File: config.mk
export PLATFORM = sky130hd
export DESIGN_NAME = gcs_top
export DESIGN_NICKNAME = d
export VERILOG_FILES = /design/src/gcs_pkg.sv /design/src/gcs_lane_swap.sv /design/src/gcs_seq_port.sv /design/src/gcs_top.sv
export SDC_FILE = /design/constraint.sdc
export NUM_CORES = 1
export LEC_CHECK = 0
export BUFFER_PORTS_ARGS = -buffer_cell sky130_fd_sc_hd__buf_2
export CAP_MARGIN = 20
export CORE_AREA = 2 2 293 411
export DETAILED_ROUTE_END_ITERATION = 16
export DIE_AREA = 0 0 295 413
export GPL_TIMING_DRIVEN = 0
export PLACE_DENSITY_LB_ADDON = 0.3
export SKIP_LAST_GASP = 1
export SLEW_MARGIN = 20
export SYNTH_ARGS = -nofsm -noshare
export SYNTH_HDL_FRONTEND = slang
export SYNTH_SLANG_ARGS = --single-unit
File: constraint.sdc
create_clock -name clk -period 8.95 [get_ports clk]
set_input_delay 0.895 -clock clk [delete_from_list [all_inputs] [get_ports clk]]
set_output_delay 0.895 -clock clk [all_outputs]
set_load 0.005 [all_outputs]
File: src/gcs_pkg.sv
// shared constants and types for the coprocessor state save/restore block
package gcs_pkg;
  // register byte offsets
  localparam logic [7:0] OFS_CVA    = 8'h04;
  localparam logic [7:0] OFS_AUX    = 8'h08;
  localparam logic [7:0] OFS_LEN    = 8'h0C;
  localparam logic [7:0] OFS_CTRL   = 8'h10;
  localparam logic [7:0] OFS_ERR    = 8'h24;
  localparam logic [7:0] OFS_K2     = 8'h28;
  localparam logic [7:0] OFS_DIR    = 8'h2C;
  localparam logic [7:0] OFS_MIX    = 8'h48;
  localparam logic [7:0] OFS_CMPV   = 8'h4C;
  localparam logic [7:0] OFS_MASK   = 8'h50;
  localparam logic [7:0] OFS_CARRY  = 8'h54;
  localparam logic [7:0] OFS_FG     = 8'h58;
  localparam logic [7:0] OFS_BG     = 8'h5C;
  localparam logic [7:0] OFS_DIM    = 8'h60;
  localparam logic [7:0] OFS_MORG   = 8'h6C;
  localparam logic [7:0] OFS_SRC    = 8'h70;
  localparam logic [7:0] OFS_PAT    = 8'h74;
  localparam logic [7:0] OFS_DST    = 8'h78;
  localparam logic [7:0] OFS_POP    = 8'h7C;
  localparam logic [7:0] OFS_PORT_A = 8'h80;
  localparam logic [7:0] OFS_PORT_B = 8'h84;
  // control byte bit positions (byte lane 1 of offset 10)
  localparam int CTRL_SRSEL = 1;
  localparam int CTRL_SUSP  = 3;
  localparam int CTRL_SUSPD = 4;
  localparam int CTRL_TERM  = 5;
  localparam int CTRL_BUSY  = 7;
  // state part lengths in doublewords
  localparam logic [3:0] LEN_A = 4'h8;
  localparam logic [3:0] LEN_B = 4'h8;
  // state word indexes, part A
  localparam logic [2:0] A_POP = 3'h0;
  localparam logic [2:0] A_DIM = 3'h1;
  localparam logic [2:0] A_FG  = 3'h2;
  localparam logic [2:0] A_BG  = 3'h3;
  localparam logic [2:0] A_SRC = 3'h4;
  localparam logic [2:0] A_PAT = 3'h5;
  localparam logic [2:0] A_DST = 3'h6;
  localparam logic [2:0] A_ERR = 3'h7;
  // state word indexes, part B
  localparam logic [2:0] B_DIR   = 3'h0;
  localparam logic [2:0] B_K2    = 3'h1;
  localparam logic [2:0] B_MIX   = 3'h2;
  localparam logic [2:0] B_CMPV  = 3'h3;
  localparam logic [2:0] B_MASK  = 3'h4;
  localparam logic [2:0] B_CARRY = 3'h5;
  localparam logic [2:0] B_MORG  = 3'h6;
  localparam logic [2:0] B_ENG   = 3'h7;
  // pixel operation fields
  localparam int         POP_OP_LSB  = 28;
  localparam int         POP_SRC_LSB = 20;
  localparam int         POP_PAT_LSB = 12;
  localparam logic [3:0] OP_LINE     = 4'h3;
  localparam logic [3:0] PAT_FIXED   = 4'h8;
  // operating mode strobe decode
  localparam logic [2:0] MODE_EXT       = 3'h4;
  localparam int         MODE_ORDER_BIT = 3;
  // memory cycle timing
  localparam int         CLK_NS     = 100;
  localparam int         MEMCYC_NS  = 400;
  localparam logic [2:0] MEMCYC_CYC = 3'((MEMCYC_NS + CLK_NS - 1) / CLK_NS);
  // engine states
  typedef enum logic [1:0] {ENG_IDLE, ENG_RUN, ENG_HALT} gcs_eng_t;
endpackage

File: src/gcs_lane_swap.sv
// reverses lanes of a four-lane word when the swapped layout is active
`timescale 1ns/1ps
module gcs_lane_swap #(
  parameter int LW = 8
) (
  // control
  input  wire logic            swap,
  // data
  input  wire logic [4*LW-1:0] din,
  output logic      [4*LW-1:0] dout
);
  // lane n maps to lane 3-n
  for (genvar i = 0; i < 4; i++) begin : g_lane
    assign dout[i*LW +: LW] = swap ? din[(3-i)*LW +: LW] : din[i*LW +: LW];
  end
endmodule

File: src/gcs_seq_port.sv
// one save/restore data port: doubleword sequencer with byte assembly
`timescale 1ns/1ps
module gcs_seq_port #(
  parameter logic [3:0] LEN = 4'h8
) (
  // clock and reset
  input  wire logic        clk,
  input  wire logic        reset,
  // sequence restart on new setup
  input  wire logic        clear,
  // host access to the port
  input  wire logic        access,
  input  wire logic [3:0]  be,
  input  wire logic [31:0] wdata,
  // sequence state
  output logic      [3:0]  idx,
  output logic             step,
  output logic      [31:0] word,
  output logic             done
);
  logic [3:0]  seen;
  logic [31:0] stage;
  logic        full;

  // merge new lanes over the staged ones
  for (genvar i = 0; i < 4; i++) begin : g_merge
    assign word[i*8 +: 8] = be[i] ? wdata[i*8 +: 8] : stage[i*8 +: 8];
  end

  // advance only once all four lanes were moved
  assign full = (seen | be) == 4'hF;
  assign done = idx == LEN;
  assign step = access && full && !done;

  // position and lane tracking
  always_ff @(posedge clk) begin
    if (reset || clear) begin
      idx   <= 4'h0;
      seen  <= 4'h0;
      stage <= 32'h0;
    end else if (access && !done) begin
      stage <= word;
      if (full) begin
        idx  <= idx + 4'h1;
        seen <= 4'h0;
      end else begin
        seen <= seen | be;
      end
    end
  end
endmodule

File: src/gcs_top.sv
// drawing coprocessor register interface with suspend, state save and restore
//
// Contract
// - a suspend request halts the operation only after its memory cycle ends
// - clearing suspend resumes the restored operation
// - two 32-bit data ports carry all internal state
// - two read-only lengths give part A and B doublewords, under 1KB
// - each save read returns the next doubleword of that port's part once all four bytes of the previous one were read
// - after a complete save the coprocessor is back in reset state
// - restore writes are accepted in the order they were read
// - byte layout is picked when extended mode is set in operating mode
// - swapped layout reverses bytes per word except direction steps and pixel op
// - only the listed registers read back directly, others only via save
// - most registers keep their values across an operation
// - line error term updates throughout a line draw
// - source coordinates update when the source map is used
// - pattern coordinates update unless pattern is fixed foreground
// - destination coordinates update in every operation
// - don't-care bits are written as zero and masked on read
// - control bit 1 selects save when one and restore when zero
// - suspended bit 4 sets on actual halt and clears on restart
// - control bit 3 requests suspend; suspending flushes the translation buffer
// - control bit 5 terminates, clears itself and masks interrupts
//
// The address-and-strobe port was chosen for this implementation.
`timescale 1ns/1ps
module gcs_top import gcs_pkg::*; (
  // clock and reset
  input  wire logic        clk,
  input  wire logic        reset,
  // register port
  input  wire logic [7:0]  reg_addr,
  input  wire logic [31:0] reg_wdata,
  input  wire logic [3:0]  reg_be,
  input  wire logic        reg_wr,
  input  wire logic        reg_rd,
  output logic      [31:0] reg_rdata,
  // operating mode register strobe
  input  wire logic        opmode_wr,
  input  wire logic [3:0]  opmode_data,
  // status
  output logic             engine_active_flag,
  output logic             mem_cycle,
  output logic             tlb_flush,
  output logic             irq_mask_clear
);
  gcs_eng_t    eng_state;
  logic [2:0]  cyc_cnt;
  logic [15:0] remaining;
  logic        swap_layout;
  logic        keep_order;
  logic        suspend_req;
  logic        sr_save;
  logic        term_req;
  logic        suspended_flag;
  logic [31:0] regs_a [0:7];
  logic [31:0] regs_b [0:6];
  logic [31:0] cva;
  logic [31:0] wd;
  logic [3:0]  be;
  logic [31:0] rd_word;
  logic [31:0] rd_swapped;
  logic [7:0]  wb;
  logic [4:0]  wmap;
  logic        ctrl_wr;
  logic        start;
  logic        step_done;
  logic        save_done;
  logic        soft_reset;
  logic [31:0] eng_word;
  logic [3:0]  port_idx  [0:1];
  logic        port_step [0:1];
  logic [31:0] port_word [0:1];
  logic        port_done [0:1];

  // offset to {valid, part B, index}
  function automatic logic [4:0] map_ofs(input logic [7:0] a);
    case (a)
      OFS_POP:   map_ofs = {2'b10, A_POP};
      OFS_DIM:   map_ofs = {2'b10, A_DIM};
      OFS_FG:    map_ofs = {2'b10, A_FG};
      OFS_BG:    map_ofs = {2'b10, A_BG};
      OFS_SRC:   map_ofs = {2'b10, A_SRC};
      OFS_PAT:   map_ofs = {2'b10, A_PAT};
      OFS_DST:   map_ofs = {2'b10, A_DST};
      OFS_ERR:   map_ofs = {2'b10, A_ERR};
      OFS_DIR:   map_ofs = {2'b11, B_DIR};
      OFS_K2:    map_ofs = {2'b11, B_K2};
      OFS_MIX:   map_ofs = {2'b11, B_MIX};
      OFS_CMPV:  map_ofs = {2'b11, B_CMPV};
      OFS_MASK:  map_ofs = {2'b11, B_MASK};
      OFS_CARRY: map_ofs = {2'b11, B_CARRY};
      OFS_MORG:  map_ofs = {2'b11, B_MORG};
      default:   map_ofs = 5'h00;
    endcase
  endfunction

  // keep untouched lanes of a register
  function automatic logic [31:0] merge(input logic [31:0] o, input logic [31:0] n,
                                        input logic [3:0] m);
    merge = {m[3] ? n[31:24] : o[31:24], m[2] ? n[23:16] : o[23:16],
             m[1] ? n[15:8] : o[15:8], m[0] ? n[7:0] : o[7:0]};
  endfunction

  // byte order into and out of the register space
  assign keep_order = reg_addr == OFS_DIR || reg_addr == OFS_POP;
  gcs_lane_swap #(.LW(8)) u_wswap (
    .swap (swap_layout && !keep_order),
    .din  (reg_wdata),
    .dout (wd)
  );
  gcs_lane_swap #(.LW(1)) u_bswap (
    .swap (swap_layout && !keep_order),
    .din  (reg_be),
    .dout (be)
  );
  gcs_lane_swap #(.LW(8)) u_rswap (
    .swap (swap_layout && !keep_order),
    .din  (rd_word),
    .dout (rd_swapped)
  );

  // layout chosen only when extended mode is entered
  always_ff @(posedge clk) begin
    if (reset) begin
      swap_layout <= 1'b0;
    end else if (opmode_wr && opmode_data[2:0] == MODE_EXT) begin
      swap_layout <= opmode_data[MODE_ORDER_BIT];
    end
  end

  // decode of host writes
  assign wb        = wd[15:8];
  assign wmap      = map_ofs(reg_addr);
  assign ctrl_wr   = reg_wr && reg_addr == OFS_CTRL && be[1];
  // a suspended operation blocks new starts until it resumes, its save completes or it is terminated
  assign start     = reg_wr && reg_addr == OFS_POP && be[3] && !suspended_flag;
  assign step_done = eng_state == ENG_RUN && cyc_cnt == 3'h0;
  assign save_done = suspended_flag && sr_save && port_done[0] && port_done[1];
  assign soft_reset = term_req || save_done;
  assign eng_word  = {engine_active_flag, 15'h0000, remaining};

  // control byte; terminate lasts one cycle then clears itself
  always_ff @(posedge clk) begin
    if (reset || soft_reset) begin
      suspend_req <= 1'b0;
      sr_save     <= 1'b0;
      term_req    <= 1'b0;
    end else if (ctrl_wr) begin
      suspend_req <= wb[CTRL_SUSP];
      sr_save     <= wb[CTRL_SRSEL];
      term_req    <= wb[CTRL_TERM];
    end
  end

  // terminate re-masks interrupts outside this block
  always_ff @(posedge clk) begin
    if (reset) begin
      irq_mask_clear <= 1'b0;
    end else begin
      irq_mask_clear <= term_req;
    end
  end

  // one sequencer per data port, restarted by every control write with byte lane 1 enabled
  for (genvar p = 0; p < 2; p++) begin : g_port
    logic [7:0] ofs;
    logic       acc;
    assign ofs = (p == 0) ? OFS_PORT_A : OFS_PORT_B;
    assign acc = suspended_flag && reg_addr == ofs &&
                 ((reg_rd && sr_save) || (reg_wr && !sr_save));
    gcs_seq_port #(.LEN((p == 0) ? LEN_A : LEN_B)) u_port (
      .clk   (clk),
      .reset (reset),
      .clear (ctrl_wr),
      .access(acc),
      .be    (be),
      .wdata (wd),
      .idx   (port_idx[p]),
      .step  (port_step[p]),
      .word  (port_word[p]),
      .done  (port_done[p])
    );
  end

  // engine sequencing: memory cycles, suspend at cycle boundary, resume
  always_ff @(posedge clk) begin
    if (reset || soft_reset) begin
      eng_state          <= ENG_IDLE;
      cyc_cnt            <= 3'h0;
      remaining          <= 16'h0000;
      engine_active_flag <= 1'b0;
      suspended_flag     <= 1'b0;
      mem_cycle          <= 1'b0;
      tlb_flush          <= 1'b0;
    end else begin
      tlb_flush <= 1'b0;
      case (eng_state)
        ENG_IDLE: begin
          if (suspend_req) begin
            eng_state      <= ENG_HALT;
            suspended_flag <= 1'b1;
            tlb_flush      <= 1'b1;
          end else if (start) begin
            eng_state          <= ENG_RUN;
            engine_active_flag <= 1'b1;
            remaining          <= regs_a[A_DIM][15:0];
            cyc_cnt            <= MEMCYC_CYC - 3'h1;
            mem_cycle          <= 1'b1;
          end
        end
        ENG_RUN: begin
          if (cyc_cnt != 3'h0) begin
            cyc_cnt <= cyc_cnt - 3'h1;
          end else if (remaining == 16'h0000) begin
            eng_state          <= ENG_IDLE;
            engine_active_flag <= 1'b0;
            mem_cycle          <= 1'b0;
          end else begin
            remaining <= remaining - 16'h0001;
            // the running memory cycle always completes first
            if (suspend_req) begin
              eng_state      <= ENG_HALT;
              suspended_flag <= 1'b1;
              tlb_flush      <= 1'b1;
              mem_cycle      <= 1'b0;
            end else begin
              cyc_cnt <= MEMCYC_CYC - 3'h1;
            end
          end
        end
        ENG_HALT: begin
          if (port_step[1] && !sr_save && port_idx[1][2:0] == B_ENG) begin
            engine_active_flag <= port_word[1][31];
            remaining          <= port_word[1][15:0];
          end
          if (!suspend_req) begin
            suspended_flag <= 1'b0;
            eng_state      <= engine_active_flag ? ENG_RUN : ENG_IDLE;
            mem_cycle      <= engine_active_flag;
            cyc_cnt        <= MEMCYC_CYC - 3'h1;
          end
        end
        default: eng_state <= ENG_IDLE;
      endcase
    end
  end

  // register state: host writes, restore words, per-step updates
  always_ff @(posedge clk) begin
    if (reset || soft_reset) begin
      for (int i = 0; i < 8; i++) begin
        regs_a[i] <= 32'h0;
      end
      for (int i = 0; i < 7; i++) begin
        regs_b[i] <= 32'h0;
      end
      cva <= 32'h0;
    end else begin
      if (reg_wr && wmap[4] && !wmap[3]) begin
        regs_a[wmap[2:0]] <= merge(regs_a[wmap[2:0]], wd, be);
      end
      if (reg_wr && wmap[4] && wmap[3]) begin
        regs_b[wmap[2:0]] <= merge(regs_b[wmap[2:0]], wd, be);
      end
      // restore words land in read order
      if (port_step[0] && !sr_save) begin
        regs_a[port_idx[0][2:0]] <= port_word[0];
      end
      if (port_step[1] && !sr_save && port_idx[1][2:0] != B_ENG) begin
        regs_b[port_idx[1][2:0]] <= port_word[1];
      end
      // only coordinates, current address and error term move; others hold for reuse
      if (step_done) begin
        regs_a[A_DST][15:0] <= regs_a[A_DST][15:0] + 16'h0001;
        cva <= {regs_a[A_DST][31:16], regs_a[A_DST][15:0] + 16'h0001};
        if (regs_a[A_POP][POP_SRC_LSB +: 4] != 4'h0) begin
          regs_a[A_SRC][15:0] <= regs_a[A_SRC][15:0] + 16'h0001;
        end
        if (regs_a[A_POP][POP_PAT_LSB +: 4] != PAT_FIXED) begin
          regs_a[A_PAT][15:0] <= regs_a[A_PAT][15:0] + 16'h0001;
        end
        if (regs_a[A_POP][POP_OP_LSB +: 4] == OP_LINE) begin
          regs_a[A_ERR][31:16] <= regs_a[A_ERR][31] ?
            regs_a[A_ERR][31:16] + regs_a[A_ERR][15:0] :
            regs_a[A_ERR][31:16] + regs_b[B_K2][15:0];
        end
      end
    end
  end

  // direct read view; write-only and unused bits read zero
  always_comb begin
    rd_word = 32'h0;
    case (reg_addr)
      OFS_CVA:  rd_word = cva;
      OFS_AUX:  rd_word = {24'h000000, engine_active_flag, 7'h00};
      OFS_LEN:  rd_word = {16'h0000, 4'h0, LEN_B, 4'h0, LEN_A};
      OFS_CTRL: rd_word = {16'h0000, engine_active_flag, 1'b0, term_req, suspended_flag,
                           suspend_req, 1'b0, sr_save, 1'b0, 8'h00};
      OFS_ERR:  rd_word = {regs_a[A_ERR][31:16], 16'h0000};
      OFS_SRC:  rd_word = regs_a[A_SRC];
      OFS_PAT:  rd_word = regs_a[A_PAT];
      OFS_DST:  rd_word = regs_a[A_DST];
      OFS_PORT_A: begin
        if (suspended_flag && sr_save && !port_done[0]) begin
          rd_word = regs_a[port_idx[0][2:0]];
        end
      end
      OFS_PORT_B: begin
        if (suspended_flag && sr_save && !port_done[1]) begin
          rd_word = (port_idx[1][2:0] == B_ENG) ? eng_word : regs_b[port_idx[1][2:0]];
        end
      end
      default:  rd_word = 32'h0;
    endcase
  end

  // read data stands the cycle after the strobe only
  always_ff @(posedge clk) begin
    if (reset) begin
      reg_rdata <= 32'h0;
    end else if (reg_rd) begin
      reg_rdata <= rd_swapped;
    end else begin
      reg_rdata <= 32'h0;
    end
  end
endmodule

==> results.toml <==
[clock_tree]
cts_resized = 0
cts.htree.levels = 3
clk_path_buf_depth = 3
cts.reportedPaths.clkPinSlew_ps = 60
cts.sinks = 692
clock_latency_ps = 710
ctsHoldBuffers = 0
cts_root_buf = "clkbuf_16"
cts_tree = "built"
cts_setup_buffers = 0
cts_made_buffers = 71

[critical_path]
worstReg2RegStart = "g_port[0].u_port.idx[0]"
crit_arrival_ps = 5510
timing.rr.end = "regs_a[6][16]"
setup.worst_path.class = "register to register"
start_kind = "register"
r2r_cells = 9
crit_fanout = 10
r2r_slack_ps = 3760
endpoint_kind = "register"
critPathRequiredTime_ps = 9270

[sta]
setup_viol = 0
fin_worst_skew_ps = 49.7
hold_viol = 0
period_minus_slack_ps = 5190
rsz0062_at_grt = "false"
min_period_over_period_pct = 58.0
finalSetupTns_ps = 0
fmax_ghz = 0.193
hold_ws_ps = 438
slew_violations = 0
maxSlewHeadroom_pct = 18.5
worst_pin_slew_ps = 1220

[min_path]
holdPathEnd = "swap_layout"
hold_start = "opmode_data[3]"
hp-class = "input pin to register"
whs_path_depth = 3

[die]
design.portCount = 89
placementRows = 150
start_util_pct = 29.7
die_w_um = 295
core-area_um2 = 118000
die_height_um = 413
die_area_um2 = 122000

[global_route]
antenna_found_initial = 17
track_usage_pct = 23.6
grt_max_degree = 15
first_global_vias = 26900
overflow = 0
grt_pass1_wl_um = 202000

[final_layout]
multiInputGateArea_um2 = 15700
num-nets-final = 3460
layout_commonest_cell = "nor2_1"
regArea_um2 = 18700
drive_gt1_share_pct = 15.3
layout_common_cells = "nor2_1 (530), edfxtp_1 (480), nand2_1 (367)"
nFillCells = 12000
fin_cells = 5034
area_delta_synth_final_pct = 14.9

[routing]
first_pass_iters = 9
wl_per_cell_um = 28.9
via_count = 28200
drtIter0Drc = 3216
vias_per_cell = 5.61
ant_nets = 0
drc = 0
wl_um = 145000

[placed_design]
dp.cells = 4893
hpwlAfterDp_um = 112000
numPortBuffers = 81
gp_congestion = 1.01

[yosys]
synth_edf_count = 480
synth-compound-area-share_pct = 10.0
ys_seq_area_share_pct = 53.0
ys_types = 89
ys_warn_count = 0
synthAdderAreaFrac_pct = 1.23
synth_cells = 3196
synth.cell_area_um2 = 35200
synthSimpleGateAreaFrac_pct = 15.6
synth_top_family_by_area = "simple AND/OR/NAND/NOR gates"
synth_xor_area_share_pct = 1.79
synthArstFlopShare_pct = 0
muxShareOfSynthArea_pct = 15.4
ys_ff_latch = 692
avgSynthCellArea_um2 = 11.0
synthFlopType = "edfxtp_1"
syn_nets = 3283

[pwr]
internal_power_mw = 5.59
power_frac_clock_pct = 40.9
totalPowerFinal_mw = 7.65
p_sw_share_pct = 27.0
p_leak_nw = 13.6
p_comb_share_pct = 10.7
seq_power_share_pct = 48.4
ir_worst_vdd_mv = 0.142
switchingPower_mw = 2.06
p_per_area_nw_per_um2 = 189

[run]
cap_violations = 0

[status]
status = "finished clean"
-- through the flow --
| step | cell area, µm² | utilization (%) | worst slack (ps) |
|---|---|---|---|
| 2_1_floorplan | 35200 | - | 5010 |
| 3_3_place_gp | 37600 | 31.7 | 2760 |
| 3_5_place_dp | 38000 | 32.1 | 3320 |
| 4_1_cts | 40400 | 34.1 | 3990 |
| 5_1_grt | 40400 | 34.1 | 3690 |
| 6_report | 40400 | 34.1 | 3760 |
-- critical path, cell delays in order (launching register included) --
cell      delay [ps]
dfxtp_1          370
inv_1            210
ha_1             210
nand3b_1         320
o311ai_1        1090
nor3b_1          240
o41ai_4          810
buf_2            500
nand3_1          520
nand2_1          560
-- final cells by class --
type | count | area share (%)
Multi-Input combinational cell | 2247 | 38.9
Sequential cell | 692 | 46.2
Clock buffer | 93 | 4.70
Timing Repair Buffer | 104 | 1.51
Buffer | 196 | 2.00
Tap cell | 1596 | 4.94
Antenna cell | 9 | 0.0557
Clock inverter | 36 | 1.18
Inverter | 61 | 0.567
-- power by group through the flow --
| stage | Combinational, mW | Clock (mW) | Sequential [mW] |
|---|---|---|---|
| floorplan | 0.520 | 0 | 3.69 |
| global placement | 0.782 | 0 | 3.76 |
| detailed placement | 0.801 | 0 | 3.76 |
| CTS | 0.804 | 3.15 | 3.69 |
| global route | 0.869 | 3.26 | 3.71 |
| finish | 0.819 | 3.13 | 3.70 |
-- cells in the mapped netlist, drive strengths merged (12+ instances only) --
master,instances,area (µm²)
nor2,532,2010
edfxtp,480,14400
nand2,367,1380
dfxtp,212,4240
mux2i,179,1790
a21oi,171,856
clkbuf,134,503
mux4,128,2880
nor3,111,567
o21ai,72,364
mux2,67,758
nand3,65,330
buf,62,294
inv,60,225
a211oi,57,433
xnor2,43,377
a22oi,34,260
ha,33,413
a22o,32,280
xor2,29,254
nand4,22,144
a222oi,21,210
nand2b,21,131
and3,20,125
and2,19,119
or3,17,106
or2,16,100
nor4,12,75.1
-- cells by family (layout without fill, tap and decap cells) --
group / Yosys count / after routing
compound gates: 520 / 520
xor+xnor: 72 / 72
fa+ha+maj: 34 / 34
buf+inv: 257 / 490
flops: 692 / 692
mux: 374 / 374
other cells: 0 / 9
simple gates: 1247 / 1247
-- worst max-delay path by stage --
stage	from	slack [ps]	cells past startpoint	endpoint
floorplan	reg_addr[3]	5010	9	regs_b[2][24]
global placement	reg_addr[3]	2760	11	regs_b[2][25]
detailed placement	reg_addr[3]	3320	11	regs_b[2][26]
CTS	g_port[0].u_port.idx[0]	3990	9	regs_a[6][16]
global route	g_port[0].u_port.idx[0]	3690	10	regs_a[7][18]
finish	g_port[0].u_port.idx[0]	3760	9	regs_a[6][16]
-- registers in the layout, summed over array words and instances (netlist names), 2 cells and up, named ones only --
name                 cells
cyc_cnt                  3
g_port.u_port.idx        8
eng_state                2
cva                     32
regs_b                 256
remaining               16
g_port.u_port.stage     64
regs_a                 256
reg_rdata               32
g_port.u_port.seen       8
-- metal layers --
| layer | vias up | GRT usage, % | share of wire [%] |
|---|---|---|---|
| met5 | - | 0 | 0.064 |
| met2 | 1498 | 39.4 | 48 |
| met4 | 16 | 19.3 | 9.6 |
| met3 | 463 | 5.22 | 8.0 |
| met1 | 14000 | 25.7 | 35 |
| li1 | 12200 | - | - |
Power figures use the tool's default switching activity.
